`src/shared/pap_pkg.sv`:
```
package pap_pkg;

   // Sizes
   localparam int NUM_SF   = 4;
   localparam int NUM_COMP = 4;
   localparam int NUM_NS   = 14;
   localparam int SEL_W    = 4;
   localparam int DLY_W    = 36;

   // Component and safety function indices
   localparam int CMP_RTB = 0;
   localparam int CMP_VLV = 1;
   localparam int CMP_CRE = 2;
   localparam int CMP_OAI = 3;

   // Timing
   localparam logic [31:0] CLK_HZ      = 32'h0131_2D00;
   localparam logic [31:0] LOSS_DLY_MIN = 32'h0000_000A;
   localparam logic [31:0] TD_MS       = 32'h0000_01F4;
   localparam logic [DLY_W-1:0] LOSS_DLY_CYC =
      DLY_W'(64'(LOSS_DLY_MIN) * 64'h3C * 64'(CLK_HZ));
   localparam logic [DLY_W-1:0] TD_CYC =
      DLY_W'((64'(TD_MS) * 64'(CLK_HZ)) / 64'h3E8);

   // Safety function module switches and health
   typedef struct packed {
      logic out_of_service_switch;
      logic trip_byp;
      logic comm_ok;
      logic present;
   } pap_sfm_s;

   // All pins entering the block
   typedef struct packed {
      logic [NUM_SF-1:0]                    alg_trip;
      pap_sfm_s                             safety_function_module;
      logic                                 ns_en;
      logic [NUM_NS-1:0]                    ns_in;
      logic [NUM_COMP-1:0][SEL_W-1:0]       ns_sel_act;
      logic [NUM_COMP-1:0][SEL_W-1:0]       ns_sel_norm;
      logic                                 man_hab;
      logic                                 man_oa;
      logic [NUM_COMP-1:0]                  fb_at_demand;
      logic                                 ac_lost;
   } pap_pins_s;

   // Field drive, high means energized
   typedef struct packed {
      logic uv_coil;
      logic shunt_relay;
      logic valve_sol;
      logic cre_damper;
      logic hab_standby;
      logic oa_damper;
   } pap_field_s;

   localparam pap_field_s FIELD_RST = '0;
   localparam logic [NUM_COMP-1:0] ACT_RST = 4'hF;

endpackage

```
`src/core/pap_core.sv`:
```
`timescale 1ns/1ps
// Function
// - Seal protective action until feedback confirms position
// - Protective state equals de-energized output
// - Breaker undervoltage coil and shunt relay together
// - Shunt relay de-energized opens breaker
// - One nonsafety enable gates all components
// - Fourteen individual hardwired nonsafety inputs
// - Nonsafety input mapping set by straps
// - Operate position forwards algorithm trip unchanged
// - Out of service uses trip/bypass switch
// - Out of service bypass forces no trip
// - Out of service trip forces trip
// - Lost or removed module uses trip/bypass
// - Loss of ventilation AC waits ten minutes
// - Manual switches actuate habitability and isolation
// - Habitability command starts system, closes envelope
// - Isolation command closes outside air dampers
// - Valve solenoid energized closed, released opens
// - Damper output closed normal, open actuates
// - Transient filter delays loss start and reset
module pap_core import pap_pkg::*; #(
   parameter logic [DLY_W-1:0] LOSS_DLY = LOSS_DLY_CYC,
   parameter logic [DLY_W-1:0] TD_DLY   = TD_CYC
) (
   // Clock and reset
   input  wire logic                clk,
   input  wire logic                resetn,
   // Switch, feedback and nonsafety pins
   input  wire pap_pins_s           pins,
   // Field drive
   output pap_field_s               field,
   // Status
   output logic [NUM_SF-1:0]        sf_fwd,
   output logic [NUM_COMP-1:0]      seal_in,
   output logic [NUM_COMP-1:0]      actuated,
   output logic                     ac_loss_qual
);

   pap_pins_s            ps;
   logic                 ac_filt;
   logic                 sfm_ok;
   logic [NUM_SF-1:0]    sf_sel;
   logic [NUM_COMP-1:0]  demand;
   logic [NUM_COMP-1:0]  active;
   logic [NUM_COMP-1:0]  ns_act;
   logic [NUM_COMP-1:0]  ns_norm;
   logic [2**SEL_W-1:0]  ns_all;
   logic [NUM_COMP-1:0]  next_seal;
   logic [NUM_COMP-1:0]  next_act;
   pap_field_s           next_field;

   // Every pin through four flops
   pap_sync #(
      .W ($bits(pap_pins_s))
   ) u_sync (
      .clk    (clk),
      .resetn (resetn),
      .d      (pins),
      .q      (ps)
   );

   // Transient filter on both edges
   pap_delay #(
      .DLY  (TD_DLY),
      .BOTH (1'b1)
   ) u_td (
      .clk    (clk),
      .resetn (resetn),
      .din    (ps.ac_lost),
      .dout   (ac_filt)
   );

   // Long qualification, cleared at once
   pap_delay #(
      .DLY  (LOSS_DLY),
      .BOTH (1'b0)
   ) u_loss (
      .clk    (clk),
      .resetn (resetn),
      .din    (ac_filt),
      .dout   (ac_loss_qual)
   );

   // Safety function source select
   always_comb begin
      sfm_ok = ps.safety_function_module.comm_ok & ps.safety_function_module.present;
      if (!sfm_ok) begin
         sf_sel = {NUM_SF{ps.safety_function_module.trip_byp}};
      end else if (ps.safety_function_module.out_of_service_switch) begin
         sf_sel = {NUM_SF{ps.safety_function_module.trip_byp}};
      end else begin
         sf_sel = ps.alg_trip;
      end
   end

   // Protective demand per component
   always_comb begin
      demand          = '0;
      demand[CMP_RTB] = sf_sel[CMP_RTB];
      demand[CMP_VLV] = sf_sel[CMP_VLV];
      demand[CMP_CRE] = sf_sel[CMP_CRE] | ps.man_hab | ac_loss_qual;
      demand[CMP_OAI] = sf_sel[CMP_OAI] | ps.man_oa;
   end

   // Nonsafety inputs padded to the full strap range
   assign ns_all = {{(2**SEL_W-NUM_NS){1'b0}}, ps.ns_in};

   // Seal-in, nonsafety gating and component state
   for (genvar c = 0; c < NUM_COMP; c++) begin : g_comp
      logic [SEL_W-1:0] sa;
      logic [SEL_W-1:0] sn;
      assign sa = ps.ns_sel_act[c];
      assign sn = ps.ns_sel_norm[c];

      always_comb begin
         ns_act[c]  = ps.ns_en & (32'(sa) < NUM_NS) & ns_all[sa];
         ns_norm[c] = ps.ns_en & (32'(sn) < NUM_NS) & ns_all[sn];
         next_seal[c] = demand[c] | (seal_in[c] & ~ps.fb_at_demand[c]);
         active[c]    = demand[c] | seal_in[c];
         if (active[c]) begin
            next_act[c] = 1'b1;
         end else if (ns_norm[c]) begin
            next_act[c] = 1'b0;
         end else if (ns_act[c]) begin
            next_act[c] = 1'b1;
         end else begin
            next_act[c] = actuated[c];
         end
      end
   end

   // Field drive, de-energized when actuated
   always_comb begin
      next_field             = FIELD_RST;
      next_field.uv_coil     = ~next_act[CMP_RTB];
      next_field.shunt_relay = ~next_act[CMP_RTB];
      next_field.valve_sol   = ~next_act[CMP_VLV];
      next_field.cre_damper  = ~next_act[CMP_CRE];
      next_field.hab_standby = ~next_act[CMP_CRE];
      next_field.oa_damper   = ~next_act[CMP_OAI];
   end

   always_ff @(posedge clk or negedge resetn) begin
      if (!resetn) begin
         seal_in  <= '0;
         actuated <= ACT_RST;
         field    <= FIELD_RST;
         sf_fwd   <= '0;
      end else begin
         seal_in  <= next_seal;
         actuated <= next_act;
         field    <= next_field;
         sf_fwd   <= sf_sel;
      end
   end
endmodule

```
`src/core/pap_sync.sv`:
```
`timescale 1ns/1ps
module pap_sync import pap_pkg::*; #(
   parameter int W = 1
) (
   // Clock and reset
   input  wire logic         clk,
   input  wire logic         resetn,
   // Data
   input  wire logic [W-1:0] d,
   output logic      [W-1:0] q
);

   logic [W-1:0] s1;
   logic [W-1:0] s2;
   logic [W-1:0] s3;
   logic [W-1:0] next_q;

   // Take a bit once stages two and three agree
   always_comb begin
      next_q = (s2 & s3) | (q & (s2 | s3));
   end

   always_ff @(posedge clk or negedge resetn) begin
      if (!resetn) begin
         s1 <= '0;
         s2 <= '0;
         s3 <= '0;
         q  <= '0;
      end else begin
         s1 <= d;
         s2 <= s1;
         s3 <= s2;
         q  <= next_q;
      end
   end

endmodule

```
`src/core/pap_delay.sv`:
```
`timescale 1ns/1ps
module pap_delay import pap_pkg::*; #(
   parameter logic [DLY_W-1:0] DLY  = TD_CYC,
   parameter bit               BOTH = 1'b1
) (
   // Clock and reset
   input  wire logic clk,
   input  wire logic resetn,
   // Level in and qualified level out
   input  wire logic din,
   output logic      dout
);

   logic [DLY_W-1:0] cnt;
   logic [DLY_W-1:0] next_cnt;
   logic             next_dout;

   // Level must stand DLY cycles; without BOTH a fall passes at once
   always_comb begin
      next_cnt  = '0;
      next_dout = dout;
      if (din == dout) begin
         next_cnt = '0;
      end else if (!BOTH && !din) begin
         next_dout = 1'b0;
      end else if (cnt >= DLY - 1'b1) begin
         next_dout = din;
      end else begin
         next_cnt = cnt + 1'b1;
      end
   end

   always_ff @(posedge clk or negedge resetn) begin
      if (!resetn) begin
         cnt  <= '0;
         dout <= 1'b0;
      end else begin
         cnt  <= next_cnt;
         dout <= next_dout;
      end
   end
endmodule

```
`config.mk`:
```
export PLATFORM = sky130hd
export DESIGN_NAME = pap_core
export DESIGN_NICKNAME = d
export VERILOG_FILES = /design/src/shared/pap_pkg.sv /design/src/core/pap_core.sv /design/src/core/pap_sync.sv /design/src/core/pap_delay.sv
export SDC_FILE = /design/constraint.sdc
export NUM_CORES = 1
export LEC_CHECK = 0
export BUFFER_PORTS_ARGS = -buffer_cell sky130_fd_sc_hd__buf_2
export CAP_MARGIN = 40
export CELL_PAD_IN_SITES_DETAIL_PLACEMENT = 1
export CELL_PAD_IN_SITES_GLOBAL_PLACEMENT = 2
export CORE_MARGIN = 3
export CORE_UTILIZATION = 49
export CTS_BUF_LIST = sky130_fd_sc_hd__clkbuf_2 sky130_fd_sc_hd__clkbuf_4 sky130_fd_sc_hd__clkbuf_8
export CTS_CLUSTER_DIAMETER = 40
export CTS_CLUSTER_SIZE = 28
export DETAILED_ROUTE_END_ITERATION = 10
export GPL_ROUTABILITY_DRIVEN = 0
export HOLD_SLACK_MARGIN = 0.15
export PLACE_DENSITY_LB_ADDON = 0.1
export SKIP_CTS_REPAIR_TIMING = 1
export SLEW_MARGIN = 20
export SYNTH_ARGS = -nofsm -noshare
export SYNTH_HDL_FRONTEND = slang
export SYNTH_HIERARCHICAL = 1
export SYNTH_SLANG_ARGS = --single-unit
```
`constraint.sdc`:
```
create_clock -name clk -period 3.7 [get_ports clk]
set_clock_uncertainty 0.05 [all_clocks]
set_input_delay 0.37 -clock clk [delete_from_list [all_inputs] [get_ports clk]]
set_output_delay 0.37 -clock clk [all_outputs]
set_load 0.1 [all_outputs]
```
**After elaboration in Yosys (flattened, before gate mapping)**

Index checks and enable logic that the tools add are counted.

- Register bits after elaboration: 338
- Input port bits: 64

- Magnitude comparators: 18
- $add $sub $neg: 2
- Muxes and demuxes: 37
- Equality and inequality tests: 3
- Bitwise logic cells: 46
- Reductions and logical operators: 2

Operators by type and width:

| operator | number |
|---|---|
| $mux 36 | 5 |
| $and 62x62->62 | 2 |
| $or 62x62->62 | 2 |
| $add 36x1->36 const B | 2 |
| $lt 4x5->1 const B | 8 |
| $ge 36x24->1 const B | 1 |
| $ge 36x34->1 const B | 1 |
| $bmux 1 s4 | 8 |
| $lt 4x4->1 const B | 8 |
| $mux 1 | 22 |
| $and 1x1->1 | 21 |
| $or 1x1->1 | 11 |
| $not 1->1 | 10 |
| $mux 4 | 2 |
| $reduce_and 2->1 | 2 |
| $eq 1x1->1 | 2 |
| $ne 2x1->1 const B | 1 |

**Logic depth before layout (Yosys ltp)**

Gate-level depths: netlist of run 1.

- Depth after elaboration: 7
- Gate-level depth with buffers: 7

**By module**

The synthesis of run 1 kept the hierarchy.

By module, submodules not included:

| module | times used | cells an instance | area each (µm²) | sequential area each (µm²) |
|---|---|---|---|---|
| pap_sync | 1 | 310 | 6904.1 | 6206.0 |
| pap_delay at u_loss | 1 | 209 | 2058.2 | 925.9 |
| pap_delay at u_td | 1 | 159 | 1680.4 | 925.9 |
| pap_core | 1 | 136 | 1669.1 | 405.4 |

**Least setup slack after synthesis of run 1**

No wires, ideal clock.

- Path kind: reg2reg
- Start: register u_loss.dout
- End: register u_loss.cnt[19]
- Data required time: 3562 ps
- Setup slack: 1433 ps
- Clock period less this slack: 2267 ps
- Cell stages (with the launch flop): 7
- Arrival: 2128 ps
- Cells stage by stage: dfrtp_1 -> a2111oi_1 -> nand2_1 -> a211oi_1 -> a21boi_2 -> buf_2 -> nor3b_1

- Cells in the longest elaborated chain, start to end: 2

Ends and longest elaborated chain:

| element | line | RTL |
|---|---|---|
| start: declaration | pap_delay.sv:11 | `output logic dout` |
| start signal: assignment | pap_delay.sv:39 | `dout <= next_dout;` |
| $eq 1x1->1 | pap_delay.sv:22 | `if (din == dout) begin` |
| $mux 36 | pap_delay.sv:22 |  |
| net u_loss.next_cnt[19] | pap_delay.sv:15 | `logic [DLY_W-1:0] next_cnt;` |
| end signal: assignment | pap_delay.sv:38 | `cnt <= next_cnt;` |
| end: declaration | pap_delay.sv:14 | `logic [DLY_W-1:0] cnt;` |

The timed path passes the listed nets, and every way through them passes these cells.
A chain may end at the register's enable or synchronous reset.

**Worst setup path after layout of run 1**

- Start: register u_loss.cnt[25]
- End: register u_loss.cnt[20]

- Cells in the longest elaborated chain, start to end: 4

Ends and longest elaborated chain:

| element | line | RTL |
|---|---|---|
| $ge 36x34->1 | pap_delay.sv:26 | `end else if (cnt >= DLY - 1'b1) begin` |
| $mux 36 | pap_delay.sv:26 |  |
| $mux 36 | pap_delay.sv:24 | `end else if (!BOTH && !din) begin` |
| $mux 36 | pap_delay.sv:22 |  |
| net u_loss.next_cnt[20] | pap_delay.sv:15 |  |

The timed path passes the listed nets, and every way through them passes these cells.

==> results of run 1 <==
worst min path at each step:
| stage | slack, ns | start | to | cells after the start |
|---|---|---|---|---|
| 4_1_cts | -0.18 | resetn | u_sync/s1[36]$_DFF_PN0_ | 1 |
| 3_5_place_dp | 0.29 | u_sync/s1[11]$_DFF_PN0_ | u_sync/s2[11]$_DFF_PN0_ | 0 |
| 5_1_grt | 0.31 | u_sync/s1[19]$_DFF_PN0_ | u_sync/s2[19]$_DFF_PN0_ | 0 |
| 2_1_floorplan | 0.02 | resetn | field[0]$_DFF_PN0_ | 0 |
| 6_report | 0.30 | u_sync/s1[1]$_DFF_PN0_ | u_sync/s2[1]$_DFF_PN0_ | 0 |
| 3_3_place_gp | 0.28 | u_sync/s1[5]$_DFF_PN0_ | u_sync/s2[5]$_DFF_PN0_ | 0 |
state kept, by name (all words and copies together), names as in the netlist, 36 cells and up:
signal,cells
u_sync/s3,62
u_sync/s1,62
u_loss/cnt,36
u_td/cnt,36
u_sync/s2,62
u_sync/q,62
cells by family after synthesis:
logic type,Yosys count,synth area share
DFF,338,0.687
and+or+nand+nor,223,0.109
AOI/OAI and AO/OA,65,0.0398
adders and majority gates,64,0.0587
xor gates and xnor gates,45,0.0320
muxes,39,0.0587
buffers and inverters,38,0.0138
other,2,0.000610
power by group through the flow:
stage          clock network [W]  logic [W]  registers [W]
2_1_floorplan                  0   0.000306        0.00422
3_3_place_gp                   0   0.000615        0.00416
3_5_place_dp                   0   0.000639        0.00417
4_1_cts                  0.00298   0.000643        0.00410
5_1_grt                  0.00317   0.000740        0.00413
6_report                 0.00289   0.000682        0.00410
worst max-delay path, delay by kind of cell (launching register included):
family	cells	cell delay [ns]
buf+inv	1	0.39
simple gates	4	0.83
compound gates	1	0.65
flops	1	0.45
through the flow:
step,utilization,power (W),hold slack (ns)
after floorplan,-,0.00453,0.0244
after global placement,0.537,0.00477,0.283
after detailed placement,0.537,0.00481,0.286
after CTS,0.575,0.00773,-0.183
after global routing,0.601,0.00804,0.308
final,0.601,0.00766,0.297
metal layers:
layer	up-vias	GRT usage	routed length, µm
li1	3299	-	-
met1	3769	0.259	11400
met2	118	0.334	13400
met3	50	0.0351	900
met4	0	0.0579	575
met5	-	0	0
final cells by class:
type / instances / area (µm²)
Multi-Input combinational cell: 450 / 3720
Sequential cell: 338 / 8460
Inverter: 21 / 78.8
Fill cell: 2328 / 9790
Timing Repair Buffer: 152 / 1140
Clock buffer: 52 / 691
Clock inverter: 24 / 243
Tap cell: 324 / 405
placed cells by master, fill, tap and decap left out, types with 4 or more instances in the layout:
master         instances
inv_8                  4
nor2b_1                9
dlygate4sd3_1         63
nor4_1                 9
or3_1                  7
nor3b_1               17
and4_1                 9
clkinv_4               6
o31ai_1                6
clkinv_2               7
and3_1                 6
nor2_1                39
nor3_1                 8
o21ai_0               11
inv_1                 21
a21oi_1               10
clkbuf_8              48
nand4_1               16
a221o_1                4
mux4_2                22
nand2_1               41
buf_2                 82
clkbuf_4               4
maj3_2                62
conb_1                14
dfstp_2                4
or4_1                  5
xor2_1                23
mux2_2                12
nand3_1               27
nor3b_2                4
dfrtp_1              334
a211oi_1               7
xnor2_1               22
==> summary.md, run 1 <==
| Metric | Value |
|---|---|
| Status | completed |
| Share of cells above drive strength 1 | 0.281 |
| Post-synth top area share | 0.679 |
| Die span in x | 165 µm |
| Static Leakage | 6.29 nW |
| Reg-to-reg startpoint | u_loss/cnt[25]$_DFF_PN0_ |
| Logic pwr share | 0.089 |
| CP max stage delay | 0.65 ns |
| Most numerous cell in the Yosys netlist | dfrtp_1 |
| Die height | 165 µm |
| Min cycle time layout | 2.50 ns |
| Leading post-synthesis cells by cell area | dfrtp_1 68%, maj3_2 5.7%, mux4_2 4.0% |
| TritonRoute pass-1 iters | 4 |
| Antenna cells | 0 |
| Top post-synthesis cells by count | 334 x dfrtp_1, 62 x maj3_2, 41 x nand2_1 |
| Die Area | 27,100 µm² |
| CTS Root Buffer Type | clkbuf_8 |
| PortBufs | 82 |
| Max Cap Viol | 0 |
| Clock Pin Slew Worst Setup and Hold Paths | 0.08 ns |
| Num Clock Sinks | 338 |
| Switch share | 0.264 |
| Crit. Startpoint | u_loss/cnt[25]$_DFF_PN0_ |
| Pre-CTS setup slack | 1.21 ns |
| DRC viols | 0 |
| Slew HR | 0.483 |
| Net switching power | 0.00202 W |
| Fraction of registers with async set/reset | 1.00 |
| Yosys warning count | 6 |
| Worst Path Required | 4.06 ns |
| IO Pins | 83 |
| Post-synth EDFFs | 0 |
| Gr ovfl total | 0 |
| Library cells used by synthesis | 73 |
| Area added between synthesis and finish | 19.8% |
| CP Cell Sequence | nand4_1, nor4b_1, nand3_1, a21boi_2, buf_4, nor3b_1 |
| Int Pwr | 0.00564 W |
| Post-Synthesis Cell Area | 12,300 µm² |
| RR Endpoint | u_loss/cnt[20]$_DFF_PN0_ |
| Crit path to | u_loss/cnt[20]$_DFF_PN0_ |
| Critical Path End Type | flop |
| WL per Instance | 19.3 µm |
| WP data arrival | 2.87 ns |
| Clock Path Buffers | 3 |
| Syn Area/Cell | 15.1 µm² |
| Critical path class | reg -> reg |
| H-tree depth | 2 |
| Yosys top cell by area | dfrtp_1 |
| Clock Power Share | 0.376 |
| Period utilization | 0.676 |
| Vias/cell | 5.32 |
| First-pass GRT wire length | 41.9 mm |
| Routed Antenna Nets | 0 |
| Dpl hpwl | 17.0 mm |
| Final Setup Violations | 0 |
| CTS buffer count | 42 |
| Max-slew violations | 0 |
| Post-Route WL | 26.3 mm |
| Largest net degree at the start of global routing | 107 |
| DRT iter0 DRCs | 418 |
| Total core area | 24,500 µm² |
| Setup TNS | 0 ns |
| Non-filler cells, final | 1,361 |
| Worst Max-Slew Pin Slew | 0.771 ns |
| GRT Util Overall | 0.196 |
| VDD IR max | 307 µV |
| Final setup margin | 1.20 ns |
| Area after DPL | 13,200 µm² |
| Top FF cell, synth | dfrtp_1 |
| Yosys reg bits | 338 |
| Final nets | 1,071 |
| Mapped Cells | 814 |
| Starting density of the core | 0.502 |
| Worst hold path class | reg -> reg |
| Flop-to-flop setup slack | 1.20 ns |
| FP Rows | 57 |
| Skew-Pair Late Insertion Delay | 0.55 ns |
| CTS tree | done |
| Number of global-route vias before repair | 7,965 |
| Final Cell Area | 14,700 µm² |
| Hold Vio Cnt, Final | 0 |
| Part of the power in registers | 0.535 |
| Crit path max fanout | 19 |
| Via count | 7,236 |
| Fmax | 400 MHz |
| Post-synthesis sequential area ratio | 0.687 |
| Placed insts | 1,222 |
| Pwr dens | 520 nW/µm² |
| RSZ-0062 raised after global routing | no |
| Crit start category | flop |
| Initial antenna violation count | 0 |
| Crit-path slowest cell | a21boi_2 |
| Worst R2R Path Depth | 6 |
Power figures use the tool's default switching activity.
==> run 2, diff against run 1 <==
CORE_UTILIZATION = 45   (was 49)
clock period = 2.5 ns   (was 3.7 ns; I/O delays follow)
==> run 2 against run 1 <==
Sequential cell count unchanged. Clock power up 56%. Power grew 51%. Highest routed layer unchanged. Worst setup slack worse by 0.86 ns. Largest power group unchanged.
==> summary.md, run 2 (synthesis gave the netlist of run 1 again) <==
| Metric | Value |
|---|---|
| RSZ-0062 raised after global routing | no |
| Die height | 171 µm (+4.2%) |
| Max-slew violations | 0 (unchanged) |
| Starting density of the core | 0.465 (-0.0373) |
| Worst Max-Slew Pin Slew | 0.797 ns (+0.0254 ns) |
| Crit start category | flop |
| Non-filler cells, final | 1,391 (+2.2%) |
| PortBufs | 82 (unchanged) |
| Fmax | 463 MHz (+16%) |
| Slew HR | 0.469 (-0.0140) |
| Clock Path Buffers | 3 (unchanged) |
| Placed insts | 1,247 (+2.0%) |
| CP Cell Sequence | a2111oi_1, nand2_1, a211oi_1, a21boi_2, buf_4, nor3b_1 |
| Hold Vio Cnt, Final | 0 (unchanged) |
| Setup TNS | 0 ns (unchanged) |
| Total core area | 26,500 µm² (+8.0%) |
| Critical Path End Type | flop |
| Most common cell after layout, fill and taps aside | dfrtp_1 |
| DRC viols | 0 (unchanged) |
| Static Leakage | 6.40 nW (+1.6%) |
| Via count | 7,311 (+1.0%) |
| Area after DPL | 13,300 µm² (+1.1%) |
| Vias/cell | 5.26 (-1.1%) |
| Die span in x | 171 µm (+4.2%) |
| VDD IR max | 386 µV (+26%) |
| Final Setup Violations | 0 (unchanged) |
| WL per Instance | 18.6 µm (-3.5%) |
| Post-Route WL | 25.9 mm (-1.4%) |
| Die Area | 29,400 µm² (+8.6%) |
| Share of cells above drive strength 1 | 0.294 (+0.0129) |
| DRT iter0 DRCs | 371 (-11%) |
| Crit-path slowest cell | a2111oi_1 |
| CP max stage delay | 0.60 ns (-0.05 ns) |
| Antenna cells | 0 (unchanged) |
| WP data arrival | 2.56 ns (-0.31 ns) |
| Delay-heaviest family, CP | compound AO/OA/AOI/OAI gates |
| FP Rows | 59 (+3.5%) |
| Fill cells | 2,565 (+10%) |
| Final core utilization | 0.565 (-0.0363) |
| Critical path class | reg -> reg |
| Crit path max fanout | 23 (+4) |
| Min cycle time layout | 2.16 ns (-0.345 ns) |
| CTS buffer count | 44 (+4.8%) |
| CTS tree | done |
| Status | completed |
| Buf+Inv Stages, Crit Path | 1 (unchanged) |
| Num Clock Sinks | 338 (unchanged) |
| Dpl hpwl | 16.7 mm (-1.4%) |
| TritonRoute pass-1 iters | 4 (unchanged) |
| Largest net degree at the start of global routing | 103 (-3.7%) |
| Skew-Pair Late Insertion Delay | 0.55 ns (about the same) |
| Period utilization | 0.863 (+0.187) |
| Commonest non-fill, non-tap cells in the layout | 334 x dfrtp_1, 81 x buf_2, 63 x dlygate4sd3_1 |
| Pwr dens | 775 nW/µm² (+49%) |
| IO Pins | 83 (unchanged) |
| Worst hold path class | in -> reg |
| Storage cell area | 8460 µm² (unchanged) |
| Max Cap Viol | 0 (unchanged) |
| H-tree depth | 2 (unchanged) |
| Final Cell Area | 15,000 µm² (+1.5%) |
| First-pass GRT wire length | 42.5 mm (+1.4%) |
| Multi-input gate area | 3720 µm² (unchanged) |
| Worst Path Required | 2.90 ns (-1.16 ns) |
| Clock Pin Slew Worst Setup and Hold Paths | 0.09 ns (about the same) |
| Gr ovfl total | 0 (unchanged) |
| Area added between synthesis and finish | 21.5% |
| GRT Util Overall | 0.181 (-0.0152) |
| Final nets | 1,087 (+1.5%) |
| Number of global-route vias before repair | 8,107 (+1.8%) |
| Routed Antenna Nets | 0 (unchanged) |
| Initial antenna violation count | 0 (unchanged) |
| CTS Root Buffer Type | clkbuf_8 |
==> run 2: cell types whose count changed in the layout (fill, tap and decap cells not counted), sizes merged <==
cell	before	now
buf	89	103
bufinv	2	3
clkinvlp	1	3
inv	28	30
==> run 2: power by group <==
group	internal (W)	switching [W]	leakage, nW
combinational	0.000474	0.000551	1.81
sequential	0.00576	0.000300	4.08
clock	0.00229	0.00222	0.514
==> run 2: metrics by stage <==
step / hold slack, ns / setup WS (ns) / total power, W
floorplan: -0.0956 / 0.233 / 0.00670
global placement: 0.282 / 0.497 / 0.00708
detailed placement: 0.286 / 0.394 / 0.00713
CTS: -0.314 / 0.294 / 0.0117
global route: 0.228 / 0.130 / 0.0122
finish: 0.273 / 0.342 / 0.0116
==> run 2: final cells by class <==
| cell class | instances | area share |
|---|---|---|
| Clock buffer | 52 | 0.0466 |
| Sequential cell | 338 | 0.566 |
| Timing Repair Buffer | 166 | 0.0849 |
| Inverter | 21 | 0.00527 |
| Clock inverter | 29 | 0.0207 |
| Multi-Input combinational cell | 450 | 0.249 |
| Tap cell | 335 | 0.0280 |
==> run 2: worst reg2reg max path, delay by kind of cell (launching register included) <==
kind,cells,cell delay (ns)
AOI/OAI and AO/OA,3,1.03
buffers and inverters,1,0.24
and+or+nand+nor,2,0.35
DFF,1,0.40
==> run 2: per-layer routing <==
| metal | up-vias | global-route usage | part of all wire | wire length [µm] |
|---|---|---|---|---|
| met5 | - | 0 | 0 | 0 |
| met4 | 0 | 0.0507 | 0.018 | 468 |
| met3 | 45 | 0.0359 | 0.039 | 1010 |
| met2 | 134 | 0.305 | 0.51 | 13100 |
| met1 | 3802 | 0.241 | 0.44 | 11300 |
| li1 | 3330 | - | - | - |
==> run 2: path summary, 6_finish.rpt <==
kind                                          start                        to  slack, ns  depth (start not counted)
max                        u_loss/cnt[33]$_DFF_PN0_  u_loss/cnt[19]$_DFF_PN0_       0.34                          6
min                                        pins[19]   u_sync/s1[19]$_DFF_PN0_       0.27                          2
max reg2reg                u_loss/cnt[33]$_DFF_PN0_  u_loss/cnt[19]$_DFF_PN0_       0.34                          6
min reg2reg                 u_sync/s1[44]$_DFF_PN0_   u_sync/s2[44]$_DFF_PN0_       0.29                          0
max in group asynchronous                    resetn     actuated[0]$_DFF_PN1_       1.34                          3
min in group asynchronous                    resetn   u_sync/s1[38]$_DFF_PN0_       0.28                          2
==> run 3, diff against run 2 <==
CORE_UTILIZATION = 44   (was 45)
SYNTH_HIERARCHICAL = default   (was 1)
==> run 3 against run 2 <==
Fmax increased by 1.0%. Register-to-register slack improved by 0.02 ns. First-iteration DRC count is 19% lower. Worst setup slack better by 0.022 ns. Non-clock buffer count fell by 9. Design area fell by 3.5%. Die area fell by 1.6%. Critical path type unchanged. Highest routed layer unchanged.
==> summary.md, run 3 <==
| Metric | Value |
|---|---|
| Status | completed |
| WL per Instance | 17.8 µm (-4.4%) |
| CP max stage delay | 0.55 ns (-0.05 ns) |
| Largest net degree at the start of global routing | 88 (-15%) |
| Final nets | 1,051 (-3.3%) |
| Yosys top cell by area | dfrtp_1 |
| Routed Antenna Nets | 0 (unchanged) |
| Total core area | 26,300 µm² (-0.84%) |
| Vias/cell | 5.05 (-4.0%) |
| Num Clock Sinks | 338 (unchanged) |
| Via count | 6,842 (-6.4%) |
| Most numerous cell in the Yosys netlist | dfrtp_1 |
| Metal1 wirelength | 10.5 mm (-7.1%) |
| Syn Area/Cell | 15.0 µm² (-0.76%) |
| WP data arrival | 2.52 ns (-0.04 ns) |
| Non-filler cells, final | 1,356 (-2.5%) |
| Post-Synthesis Cell Area | 11,800 µm² (-3.8%) |
| H-tree depth | 2 (unchanged) |
| Placed insts | 1,209 (-3.0%) |
| First-pass GRT wire length | 38.4 mm (-9.6%) |
| Yosys warning count | 0 (-6) |
| Crit-path slowest cell | or4bb_1 |
| Share of cells above drive strength 1 | 0.212 (-0.0820) |
| Commonest non-fill, non-tap cells in the layout | 334 x dfrtp_1, 83 x nor2_1, 81 x buf_2 |
| Max Cap Viol | 0 (unchanged) |
| FP Rows | 59 (unchanged) |
| Antenna cells | 0 (unchanged) |
| Slew HR | 0.528 (+0.0592) |
| Gr ovfl total | 0 (unchanged) |
| Crit path max fanout | 23 (unchanged) |
| Final Setup Violations | 0 (unchanged) |
| Critical path depth in cells | 5 (-1) |
| Post-Route WL | 24.2 mm (-6.8%) |
| Max-slew violations | 0 (unchanged) |
| Initial antenna violation count | 0 (unchanged) |
| Most common cell after layout, fill and taps aside | dfrtp_1 |
| RSZ-0062 raised after global routing | no |
| VDD IR max | 459 µV (+19%) |
| Setup TNS | 0 ns (unchanged) |
| Delay-heaviest family, CP | simple AND/OR/NAND/NOR gates |
| TritonRoute pass-1 iters | 5 (+1) |
| Dpl hpwl | 15.6 mm (-6.9%) |
| Fill cells | 2,538 (-1.1%) |
| Top post-synthesis cells by count | 334 x dfrtp_1, 83 x nor2_1, 62 x maj3_1 |
| Period utilization | 0.854 (-0.00868) |
| Met2 wire length | 12.1 mm (-7.9%) |
| Die height | 170 µm (-0.79%) |
| Worst hold path class | in -> async |
| Critical Path End Type | flop |
| CTS buffer count | 46 (+4.5%) |
| Pwr dens | 808 nW/µm² (+4.3%) |
| Max layer used | met4 |
| Crit start category | flop |
| Top FF cell, synth | dfrtp_1 |
| Met3 WL | 962 µm (-4.5%) |
| DRC viols | 0 (unchanged) |
| Worst R2R Path Depth | 5 (-1) |
| Die span in x | 170 µm (-0.79%) |
| Post-synth EDFFs | 0 (unchanged) |
| Post-synthesis sequential area ratio | 0.715 (+0.0272) |
| CP Cell Sequence | or4bb_1, nor4_1, a211oi_2, nand2_2, nor2_1 |
| Storage cell area | 8460 µm² (unchanged) |
| Clock Path Buffers | 3 (unchanged) |
| Worst Path Required | 2.88 ns (-0.02 ns) |
| Library cells used by synthesis | 53 (-27%) |
| GRT Util Overall | 0.166 (-0.0150) |
| Die Area | 28,900 µm² (-1.6%) |
| Critical path class | reg -> reg |
| Mapped Cells | 789 (-3.1%) |
| Hold Vio Cnt, Final | 0 (unchanged) |
| Static Leakage | 6.20 nW (-3.0%) |
| PortBufs | 82 (unchanged) |
| Fraction of registers with async set/reset | 1.00 (unchanged) |
| Yosys reg bits | 338 (unchanged) |
| Skew-Pair Late Insertion Delay | 0.56 ns (about the same) |
| IO Pins | 83 (unchanged) |
| Clock Pin Slew Worst Setup and Hold Paths | 0.09 ns (about the same) |
| Multi-input gate area | 3240 µm² (-13%) |
| DRT iter0 DRCs | 301 (-19%) |
| Worst Max-Slew Pin Slew | 0.702 ns (-0.0946 ns) |
| Fmax | 468 MHz (+1.0%) |
| Min cycle time layout | 2.14 ns (-0.0217 ns) |
| Post-synth top area share | 0.706 (+0.0269) |
| CTS tree | done |
| Leading post-synthesis cells by cell area | dfrtp_1 71%, maj3_1 5.2%, mux4_2 4.6% |
| Buf+Inv Stages, Crit Path | 0 (-1) |
| Area added between synthesis and finish | 22.0% |
| Starting density of the core | 0.451 (-0.0139) |
| CTS Root Buffer Type | clkbuf_8 |
| Number of global-route vias before repair | 7,519 (-7.3%) |
-- run 3: path summary, 6_finish.rpt --
check	slack (ns)	end	start
min	0.25	u_sync.q[12]$_DFF_PN0_	resetn
min in group clk	0.27	u_sync.s1[19]$_DFF_PN0_	pins[19]
max	0.36	u_td.cnt[17]$_DFF_PN0_	u_td.cnt[22]$_DFF_PN0_
max in group asynchronous	1.35	actuated[0]$_DFF_PN1_	resetn
max reg2reg	0.36	u_td.cnt[17]$_DFF_PN0_	u_td.cnt[22]$_DFF_PN0_
min reg2reg	0.30	u_sync.s2[40]$_DFF_PN0_	u_sync.s1[40]$_DFF_PN0_
-- run 3: metrics by stage --
step | setup slack [ns] | cell area [µm²] | power [W] | utilization | hold WS [ns]
final | 0.364 | 14400 | 0.0117 | 0.550 | 0.247
after global routing | 0.173 | 14400 | 0.0122 | 0.550 | 0.240
after CTS | 0.354 | 13800 | 0.0118 | 0.526 | -0.346
after detailed placement | 0.385 | 12700 | 0.00702 | 0.485 | 0.276
after global placement | 0.451 | 12700 | 0.00698 | 0.485 | 0.260
after floorplan | 0.299 | 11900 | 0.00663 | - | -0.0956
-- run 3: report_power, final --
| part | switching [W] | internal, W | total [W] | leakage (nW) |
|---|---|---|---|---|
| Sequential | 0.000278 | 0.00576 | 0.00604 | 4.08 |
| Clock | 0.00237 | 0.00233 | 0.00470 | 0.539 |
| Combinational | 0.000533 | 0.000405 | 0.000938 | 1.59 |
| Total | 0.00318 | 0.00850 | 0.0117 | 6.20 |
-- run 3: cells by family after synthesis --
| group | after synthesis | share of synthesized area |
|---|---|---|
| flops | 338 | 0.715 |
| simple gates | 215 | 0.0893 |
| fa+ha+maj | 64 | 0.0545 |
| xor+xnor | 54 | 0.0399 |
| compound gates | 44 | 0.0277 |
| mux | 38 | 0.0577 |
| buf+inv | 35 | 0.0160 |
| other cells | 1 | 0.000317 |
-- run 3: routing by layer --
metal  track usage  vias up
met5             0        -
met4        0.0480        0
met3        0.0358       46
met2         0.283      130
met1         0.215     3537
li1              -     3129
-- run 3: cell type report --
cell class                 count  share of cell area
sequential                   338               0.586
multi-input combinational    429               0.224
timing repair buffer         157              0.0833
clock buffer                  50              0.0468
tap                          335              0.0290
clock inverter                34              0.0274
inverter                      13             0.00338
-- run 3: worst reg2reg max path: stages (launching register included) --
cell,delay [ns]
dfrtp_1,0.42
or4bb_1,0.55
nor4_1,0.35
a211oi_2,0.15
nand2_2,0.37
nor2_1,0.12
